<file path="src/aos_sync.sv">
`timescale 1ns/1ps
`default_nettype none

package aos_pkg;
    // Sample path
    localparam int WORD_W        = 14;
    localparam int PIPE_DEPTH    = 4;
    // Output turn-on delay
    localparam int CLK_PERIOD_NS = 10;
    localparam int TON_NS        = 1;
    localparam int TON_RAW       = TON_NS / CLK_PERIOD_NS;
    localparam int TON_CYC       = (TON_RAW < 1) ? 1 : TON_RAW;
    localparam int TON_W         = 4;
    // Pin synchroniser
    localparam int PIN_W         = 2;
    localparam int PIN_DIS       = 0;
    localparam int PIN_CODE      = 1;
    localparam logic [PIN_W-1:0] PIN_RST = 2'h3;
    // Register map
    localparam int ADDR_W = 8;
    localparam logic [ADDR_W-1:0] ADDR_CTRL        = 8'h00;
    localparam logic [ADDR_W-1:0] ADDR_STATUS      = 8'h04;
    localparam logic [ADDR_W-1:0] ADDR_IRQ_STATUS  = 8'h08;
    localparam logic [ADDR_W-1:0] ADDR_IRQ_ENABLE  = 8'h0C;
    localparam logic [ADDR_W-1:0] ADDR_IRQ_CLEAR   = 8'h10;
    localparam logic [ADDR_W-1:0] ADDR_LAST_WORD   = 8'h14;
    localparam logic [ADDR_W-1:0] ADDR_RANGE_COUNT = 8'h18;
    // Control fields
    localparam int CTRL_W        = 3;
    localparam int CTRL_FORCE    = 0;
    localparam int CTRL_CODE_OVR = 1;
    localparam int CTRL_CODE_VAL = 2;
    localparam logic [CTRL_W-1:0] CTRL_RST = 3'h0;
    // Status fields
    localparam int STAT_W     = 3;
    localparam int STAT_OE    = 0;
    localparam int STAT_CODE  = 1;
    localparam int STAT_RANGE = 2;
    // Interrupt fields
    localparam int IRQ_W     = 3;
    localparam int IRQ_RANGE = 0;
    localparam int IRQ_ON    = 1;
    localparam int IRQ_OFF   = 2;
    localparam logic [IRQ_W-1:0] IRQ_RST = 3'h0;
    // Out-of-range counter
    localparam int CNT_W = 16;

    typedef enum logic [1:0]
    {
        AOS_OE_OFF  = 2'b00,
        AOS_OE_WAIT = 2'b01,
        AOS_OE_ON   = 2'b10
    } aos_oe_t;
endpackage

module aos_sync #(
    parameter int                WIDTH   = aos_pkg::PIN_W,
    parameter logic [WIDTH-1:0]  RST_VAL = aos_pkg::PIN_RST
) (
    // Clock and reset
    input  wire logic             clock_in,
    input  wire logic             rst_in,
    input  wire logic             ce_in,
    // Levels
    input  wire logic [WIDTH-1:0] async_in,
    output logic      [WIDTH-1:0] sync_out
);
    import aos_pkg::*;

    typedef struct packed {
        logic [WIDTH-1:0] s1;
        logic [WIDTH-1:0] s2;
        logic [WIDTH-1:0] s3;
        logic [WIDTH-1:0] q;
    } aos_sync_t;

    aos_sync_t st;
    aos_sync_t next_st;

    // Change accepted once second and third stage agree
    always_comb
    begin
        next_st    = st;
        next_st.s1 = async_in;
        next_st.s2 = st.s1;
        next_st.s3 = st.s2;
        for (int i = 0; i < WIDTH; i++)
        begin
            if (st.s2[i] == st.s3[i])
            begin
                next_st.q[i] = st.s3[i];
            end
        end
    end

    always_ff @(posedge clock_in or posedge rst_in)
    begin
        if (rst_in)
        begin
            st <= {RST_VAL, RST_VAL, RST_VAL, RST_VAL};
        end
        else if (ce_in)
        begin
            st <= next_st;
        end
    end

    assign sync_out = st.q;
endmodule

`default_nettype wire

</file>
<file path="src/aos_top.sv">
`timescale 1ns/1ps
`default_nettype none

module aos_top #(
    parameter int WORD_W     = aos_pkg::WORD_W,
    parameter int PIPE_DEPTH = aos_pkg::PIPE_DEPTH
) (
    // Clock, reset, enable
    input  wire logic                       clock_in,
    input  wire logic                       rst_in,
    input  wire logic                       ce_in,
    // Converter core
    input  wire logic [WORD_W-1:0]          conv_word_in,
    // Pins
    input  wire logic                       coding_select_n_in,
    input  wire logic                       output_disable_in,
    // Output bus
    output logic      [WORD_W-1:0]          sample_word_out,
    output logic                            sample_word_oe_out,
    output logic                            range_flag_out,
    output logic                            range_flag_oe_out,
    output logic                            sample_valid_strobe_out,
    output logic                            sample_valid_strobe_oe_out,
    // APB slave
    input  wire logic                       psel_in,
    input  wire logic                       penable_in,
    input  wire logic                       pwrite_in,
    input  wire logic [aos_pkg::ADDR_W-1:0] paddr_in,
    input  wire logic [31:0]                pwdata_in,
    output logic      [31:0]                prdata_out,
    output logic                            pready_out,
    output logic                            pslverr_out,
    // Interrupt
    output logic                            irq_out
);
    import aos_pkg::*;

    localparam logic [WORD_W-1:0] MSB_MASK = {1'b1, {(WORD_W - 1){1'b0}}};

    typedef struct packed {
        logic [PIPE_DEPTH-1:0][WORD_W-1:0] pipe;
        aos_oe_t                           oe;
        logic [TON_W-1:0]                  ton_cnt;
        logic [CTRL_W-1:0]                 ctrl;
        logic [IRQ_W-1:0]                  irq_status;
        logic [IRQ_W-1:0]                  irq_enable;
        logic [CNT_W-1:0]                  range_count;
        logic [31:0]                       rdata;
        logic                              slverr;
    } aos_state_t;

    typedef struct packed {
        logic [WORD_W-1:0] word;
        logic              coding_bin;
        logic              flag;
    } aos_out_t;

    aos_state_t        st;
    aos_state_t        next_st;
    aos_out_t          ost;
    aos_out_t          next_ost;
    logic [PIN_W-1:0]  pins_raw;
    logic [PIN_W-1:0]  pins_sync;
    logic              dis_eff;
    logic              coding_bin;
    logic [WORD_W-1:0] tail_word;
    logic              tail_out_of_range;
    logic              setup_phase;
    logic              access_phase;
    logic              addr_ok;

    // Pin inputs pass the three-stage synchroniser
    assign pins_raw[PIN_DIS]  = output_disable_in;
    assign pins_raw[PIN_CODE] = coding_select_n_in;

    aos_sync #(
        .WIDTH   (PIN_W),
        .RST_VAL (PIN_RST)
    ) u_pin_sync (
        .clock_in (clock_in),
        .rst_in   (rst_in),
        .ce_in    (ce_in),
        .async_in (pins_raw),
        .sync_out (pins_sync)
    );

    assign dis_eff    = pins_sync[PIN_DIS] | st.ctrl[CTRL_FORCE];
    assign coding_bin = st.ctrl[CTRL_CODE_OVR] ? st.ctrl[CTRL_CODE_VAL] : pins_sync[PIN_CODE];

    // Word leaving the pipeline and its range check
    assign tail_word         = st.pipe[PIPE_DEPTH-1];
    assign tail_out_of_range = (&tail_word) | ~(|tail_word);

    assign setup_phase  = psel_in & ~penable_in;
    assign access_phase = psel_in & penable_in & ce_in;

    always_comb
    begin
        case (paddr_in)
            ADDR_CTRL, ADDR_STATUS, ADDR_IRQ_STATUS, ADDR_IRQ_ENABLE,
            ADDR_IRQ_CLEAR, ADDR_LAST_WORD, ADDR_RANGE_COUNT: addr_ok = 1'b1;
            default: addr_ok = 1'b0;
        endcase
    end

    // Rising-edge state: pipeline, output enable sequencing, registers
    always_comb
    begin
        logic [IRQ_W-1:0] events;
        logic [IRQ_W-1:0] clear;
        events  = '0;
        clear   = '0;
        next_st = st;

        // Sampling goes on whatever the output enable; it stops only while ce_in is low
        next_st.pipe[0] = conv_word_in;
        for (int i = 1; i < PIPE_DEPTH; i++)
        begin
            next_st.pipe[i] = st.pipe[i-1];
        end

        case (st.oe)
            AOS_OE_OFF:
            begin
                if (!dis_eff)
                begin
                    next_st.oe      = AOS_OE_WAIT;
                    next_st.ton_cnt = TON_W'(TON_CYC - 1);
                end
            end
            AOS_OE_WAIT:
            begin
                if (dis_eff)
                begin
                    next_st.oe = AOS_OE_OFF;
                end
                else if (st.ton_cnt == '0)
                begin
                    next_st.oe       = AOS_OE_ON;
                    events[IRQ_ON]   = 1'b1;
                end
                else
                begin
                    next_st.ton_cnt = st.ton_cnt - 1'b1;
                end
            end
            AOS_OE_ON:
            begin
                if (dis_eff)
                begin
                    next_st.oe      = AOS_OE_OFF;
                    events[IRQ_OFF] = 1'b1;
                end
            end
            default:
            begin
                next_st.oe = AOS_OE_OFF;
            end
        endcase

        if (tail_out_of_range)
        begin
            events[IRQ_RANGE] = 1'b1;
            if (st.range_count != '1)
            begin
                next_st.range_count = st.range_count + 1'b1;
            end
        end

        // Read data and error are prepared in the setup phase
        if (setup_phase)
        begin
            next_st.slverr = ~addr_ok;
            next_st.rdata  = '0;
            case (paddr_in)
                ADDR_CTRL:        next_st.rdata[CTRL_W-1:0] = st.ctrl;
                ADDR_STATUS:
                begin
                    next_st.rdata[STAT_OE]    = (st.oe == AOS_OE_ON);
                    next_st.rdata[STAT_CODE]  = ost.coding_bin;
                    next_st.rdata[STAT_RANGE] = ost.flag;
                end
                ADDR_IRQ_STATUS:  next_st.rdata[IRQ_W-1:0]  = st.irq_status;
                ADDR_IRQ_ENABLE:  next_st.rdata[IRQ_W-1:0]  = st.irq_enable;
                ADDR_LAST_WORD:   next_st.rdata[WORD_W-1:0] = ost.word;
                ADDR_RANGE_COUNT: next_st.rdata[CNT_W-1:0]  = st.range_count;
                default:          next_st.rdata             = '0;
            endcase
        end

        // Writes take effect in the access phase
        if (access_phase && pwrite_in)
        begin
            case (paddr_in)
                ADDR_CTRL:       next_st.ctrl       = pwdata_in[CTRL_W-1:0];
                ADDR_IRQ_ENABLE: next_st.irq_enable = pwdata_in[IRQ_W-1:0];
                ADDR_IRQ_CLEAR:  clear              = pwdata_in[IRQ_W-1:0];
                default:         clear              = '0;
            endcase
        end

        // A new event wins over a clear in the same cycle
        next_st.irq_status = (st.irq_status & ~clear) | events;
    end

    always_ff @(posedge clock_in or posedge rst_in)
    begin
        if (rst_in)
        begin
            st             <= '0;
            st.oe          <= AOS_OE_OFF;
            st.ctrl        <= CTRL_RST;
            st.irq_status  <= IRQ_RST;
            st.irq_enable  <= IRQ_RST;
        end
        else if (ce_in)
        begin
            st <= next_st;
        end
    end

    // Falling-edge output register: word, its coding and its flag travel together
    always_comb
    begin
        next_ost            = ost;
        next_ost.coding_bin = coding_bin;
        next_ost.flag       = tail_out_of_range;
        if (coding_bin)
        begin
            next_ost.word = tail_word;
        end
        else
        begin
            next_ost.word = tail_word ^ MSB_MASK;
        end
    end

    always_ff @(negedge clock_in or posedge rst_in)
    begin
        if (rst_in)
        begin
            ost <= '0;
        end
        else if (ce_in)
        begin
            ost <= next_ost;
        end
    end

    // Pins: drivers are enabled together
    assign sample_word_out            = ost.word;
    assign range_flag_out             = ost.flag;
    assign sample_valid_strobe_out    = clock_in & ce_in;
    assign sample_word_oe_out         = (st.oe == AOS_OE_ON) & ~dis_eff;
    assign range_flag_oe_out          = sample_word_oe_out;
    assign sample_valid_strobe_oe_out = sample_word_oe_out;

    // APB answer
    assign pready_out  = access_phase;
    assign pslverr_out = access_phase & st.slverr;
    assign prdata_out  = st.rdata;
    assign irq_out     = |(st.irq_status & st.irq_enable);

    // Enable history used by the checks below
    logic [PIPE_DEPTH+1:0] ce_hist;
    logic                  ce_steady;

    always_ff @(posedge clock_in or posedge rst_in)
    begin
        if (rst_in)
        begin
            ce_hist <= '0;
        end
        else
        begin
            ce_hist <= {ce_hist[PIPE_DEPTH:0], ce_in};
        end
    end

    assign ce_steady = (&ce_hist) & ce_in;

    coding_twos_a: assert property (
        @(posedge clock_in) disable iff (rst_in)
        (ce_steady && !ost.coding_bin) |->
            sample_word_out == ($past(conv_word_in, PIPE_DEPTH) ^ MSB_MASK))
        else $error("two's complement word does not match sample");

    coding_binary_a: assert property (
        @(posedge clock_in) disable iff (rst_in)
        (ce_steady && ost.coding_bin) |->
            sample_word_out == $past(conv_word_in, PIPE_DEPTH))
        else $error("straight binary word does not match sample");

    msb_only_a: assert property (
        @(posedge clock_in) disable iff (rst_in)
        ce_steady |->
            (sample_word_out[WORD_W-2:0] == $past(conv_word_in[WORD_W-2:0], PIPE_DEPTH)))
        else $error("coding changed more than the top bit");

    fixed_latency_a: assert property (
        @(posedge clock_in) disable iff (rst_in)
        (ce_steady && ost.coding_bin && $past(ost.coding_bin)) |->
            (sample_word_out == $past(conv_word_in, PIPE_DEPTH)) &&
            ($past(sample_word_out) == $past(conv_word_in, PIPE_DEPTH + 1)))
        else $error("sample latency is not constant");

    range_flag_a: assert property (
        @(posedge clock_in) disable iff (rst_in)
        ce_steady |->
            range_flag_out == ((~|$past(conv_word_in, PIPE_DEPTH)) ||
                               (&$past(conv_word_in, PIPE_DEPTH))))
        else $error("range flag does not match the word");

    drive_enabled_a: assert property (
        @(posedge clock_in) disable iff (rst_in)
        ((!dis_eff && ce_in) [*3]) |->
            sample_word_oe_out && range_flag_oe_out && sample_valid_strobe_oe_out)
        else $error("outputs not driven while enabled");

    hiz_disabled_a: assert property (
        @(posedge clock_in) disable iff (rst_in)
        dis_eff |-> !sample_word_oe_out && !range_flag_oe_out ##1 (!$past(ce_in) || st.oe == AOS_OE_OFF))
        else $error("output driven while disabled");

    strobe_hiz_a: assert property (
        @(posedge clock_in) disable iff (rst_in)
        $rose(dis_eff) |-> !sample_valid_strobe_oe_out ##1
            (!dis_eff || !sample_valid_strobe_oe_out))
        else $error("strobe driven while disabled");

    turn_on_a: assert property (
        @(posedge clock_in) disable iff (rst_in)
        ($fell(dis_eff) && ce_in) ##1 (!dis_eff && ce_in) ##1 !dis_eff |->
            !$past(sample_word_oe_out, 2) && !$past(sample_word_oe_out) && sample_word_oe_out)
        else $error("turn-on delay not met");

    keep_sampling_a: assert property (
        @(posedge clock_in) disable iff (rst_in)
        (dis_eff && ce_in) |=> st.pipe[0] == $past(conv_word_in))
        else $error("sampling stopped while disabled");

endmodule

`default_nettype wire

</file>
<file path="config.mk">
export PLATFORM = sky130hd
export DESIGN_NAME = aos_top
export DESIGN_NICKNAME = d
export VERILOG_FILES = /design/src/aos_sync.sv /design/src/aos_top.sv
export SDC_FILE = /design/constraint.sdc
export NUM_CORES = 1
export LEC_CHECK = 0
export BUFFER_PORTS_ARGS = -buffer_cell sky130_fd_sc_hd__buf_2
export CORE_MARGIN = 1
export CORE_UTILIZATION = 60
export DETAILED_ROUTE_END_ITERATION = 16
export PLACE_DENSITY = 0.86
export SETUP_SLACK_MARGIN = 0.15
export SKIP_LAST_GASP = 1
export SLEW_MARGIN = 20
export SYNTH_ARGS = -nofsm -noshare
export SYNTH_HDL_FRONTEND = slang
export SYNTH_HIERARCHICAL = 1
export SYNTH_SLANG_ARGS = --single-unit
</file>
<file path="constraint.sdc">
create_clock -name clock_in -period 6.8 [get_ports clock_in]
set_input_delay 0.34 -clock clock_in [delete_from_list [all_inputs] [get_ports clock_in]]
set_output_delay 0.34 -clock clock_in [all_outputs]
set_load 0.01 [all_outputs]
</file>
==> flow_metrics.env <==
export IMPL_syn_inst=495
export IMPL_overflow=0
export IMPL_power_w=0.002316
export IMPL_ant_nets=0
export IMPL_drtIter0Drc=269
export IMPL_ys_top_cells_by_area="dfrtp_1, mux2_2, dfrtn_1"
export IMPL_syn2layout_area_growth_pct=15.52
export IMPL_fin_worst_skew_ps=57.83
export IMPL_antenna_found_initial=0
export IMPL_ys_async_sr_fraction_pct=100.0
export IMPL_synth_cell_types=57
export IMPL_drive_above_1_share_pct=38.83
export IMPL_cts_resized=0
export IMPL_cts_tree="yes"
export IMPL_p_leak_nw=3.181
export IMPL_clk_pin_slew_worst_paths_ps=60
export IMPL_drcViolationCount=0
export IMPL_clock_latency_ps=630
export IMPL_grt_pass1_wl_um=20470
export IMPL_wl_per_cell_um=18.10
export IMPL_port_buffers=70
export IMPL_crit_arrival_ps=2330
export IMPL_final_max_slew_viol_count=0
export IMPL_synth_seq_cells=128
export IMPL_cts_hold_buf=20
export IMPL_syn_area_per_cell_sq_um=12.28
export IMPL_holdPathStages=3
export IMPL_cp_required_ps=4010
export IMPL_synthesis_area_sq_um=6077
export IMPL_placedCellCount=643
export IMPL_grt_max_degree=70
export IMPL_path_class="flip-flop to flip-flop"
export IMPL_gp_congestion=0.8885
export IMPL_nets=617
export IMPL_io_pins=116
export IMPL_cp_start_kind="flip-flop"
export IMPL_drv_cap=0
export IMPL_status="finished clean"
export IMPL_layout_cells_non_filler=697
export IMPL_slew_headroom_pct=31.20
export IMPL_grt_usage_pct=26.40
export IMPL_synth_top_cell_by_area="dfrtp_1"
export IMPL_core_sq_um=9774
export IMPL_rows=36
export IMPL_first_pass_iters=5
export IMPL_synthFlopType="dfrtp_1"
export IMPL_n_antenna_cell=0
export IMPL_tns_ps=0
export IMPL_power_density_nw_per_um2=330.0
export IMPL_ff2ff_path_depth=5
export IMPL_critical_path_max_fanout=16
export IMPL_drt_vias_per_instance=5.930
export IMPL_hold_viol=0
export IMPL_die_area_sq_um=10540
export IMPL_dpl_cell_area_sq_um=6198
export IMPL_synth_top_cell_area_share_pct=42.82
export IMPL_postCtsSetupBuffers=0
export IMPL_hpwl_um=7987
export IMPL_setup_slack_ps=1677
export IMPL_fin_area_sq_um=7020
export IMPL_start_util_pct=62.17
export IMPL_hp_class="input pin to flip-flop"
export IMPL_drt_total_wl_um=12620
export IMPL_dp_slack_ps=1684
export IMPL_finalSetupViolCount=0
export IMPL_worst_setup_path_end_kind="flip-flop"
export IMPL_vias=4133
export IMPL_die_x_um=102.6
export IMPL_ys_seq_area_share_pct=52.87
export IMPL_rsz0062_at_grt="no"
export IMPL_worst_slew_pin_slew_ps=1028
export IMPL_yosysWarnings=6
export IMPL_irDropWorstVdd_v=0.0002720
export IMPL_synth_edf_count=0
export IMPL_grt_pass1_vias=4123
export IMPL_die_h_um=102.6
==> per-stage QoR <==
step	utilization (%)	hold slack, ps
after floorplan	-	382.6
after global placement	63.42	452.6
after detailed placement	63.42	454.5
after CTS	71.83	71.57
after global routing	71.83	92.65
final	71.83	99.19
==> registers in the layout (all words and copies together) (netlist names), 2 cells and up <==
name and count:
u_pin_sync/sync_out 2, tail_word 14, u_pin_sync/next_st 4, st 32
next_st 42, prdata_out 16, u_pin_sync/st 2, sample_word_out 14
==> worst max-delay path: stages (launching register included) <==
cell and delay [ps]:
dfrtp_1 420, nor4_1 460, nand4_1 170, buf_4 250, a21oi_1 280, a21o_1 120
==> layout make-up <==
cell class	instances	area (sq um)
inverters	9	37.54
clock buffers	26	519.2
flip-flops and latches	128	3213
clock inverters	9	107.6
well taps	133	166.4
repair buffers	95	593.1
fillers	644	2754
multi-input cells	297	2384
==> logic make-up after synthesis <==
logic type      Yosys count  share of synthesized area, %
mux                      89                         16.82
flops                   128                         52.87
fa+ha+maj                 3                        0.6177
xor+xnor                 13                         1.874
other cells               1                       0.06171
buf+inv                  85                         8.833
simple gates            114                         10.25
compound gates           62                         8.668
==> worst paths after layout <==
check                           slack [ps]                  to           start
worst max-delay path                  1680      range_flag_out    tail_word[6]
max in group asynchronous             2450  sample_word_out[8]          rst_in
worst max register to register        1680      range_flag_out    tail_word[6]
worst min register to register         460      prdata_out[15]  prdata_out[15]
min in group asynchronous              480              st[52]          rst_in
worst min-delay path                   100               st[0]     paddr_in[2]
==> synth_stat cells, types with 2 or more instances <==
cell type and instances:
buf_2 3, nor2_1 33, nor4_1 5, dfstp_2 8, dfrtp_1 104, o2bb2ai_1 2
a22oi_1 2, dfrtn_1 16, a2111oi_2 6, ha_1 3, a22o_1 6, a211oi_1 6
a31oi_1 2, nand4_1 14, nand2b_1 2, and2_1 3, a2111oi_1 2, or2_2 2
o21ai_0 6, nand3_1 8, a221oi_1 12, a21oi_1 5, mux4_2 2, xor2_1 12
buf_4 51, a21o_1 5, nand2_1 20, or3b_2 2, mux2i_1 2, clkbuf_1 19
and3_1 3, and4_1 4, nor2b_1 8, inv_1 9, buf_6 3, mux2_2 84
==> cells in the final DEF (no fill, tap or decap), drive strengths merged, types with 3 or more instances in the layout <==
| cell type | n |
|---|---|
| nand4 | 14 |
| dfstp | 8 |
| a21o | 5 |
| nand3 | 8 |
| nand2 | 20 |
| a211oi | 7 |
| and4 | 4 |
| xor2 | 12 |
| dfrtp | 104 |
| dfrtn | 16 |
| a221oi | 12 |
| nor4 | 6 |
| nor2b | 8 |
| clkbuf | 25 |
| o21ai | 6 |
| clkinvlp | 6 |
| conb | 16 |
| dlygate4sd3 | 20 |
| ha | 3 |
| nor2 | 33 |
| a22o | 6 |
| a21oi | 5 |
| and2 | 3 |
| buf | 76 |
| mux2 | 85 |
| inv | 8 |
| and3 | 3 |
| a2111oi | 8 |
==> per-layer routing <==
metal  vias up  wire, um  global-route usage [%]
met4         0       287                   11.54
li1       1843         -                       -
met5         -         0                       0
met1      2094      5216                   33.09
met3        31       650                   6.915
met2       165      6465                   43.44
==> power by group <==
group          leakage [nW]  switching (W)  internal (W)
sequential             1.55       0.000129      0.000906
combinational          1.33       0.000172      0.000184
clock                 0.300       0.000328      0.000597
Note: power is estimated with default switching activity, not from simulation.
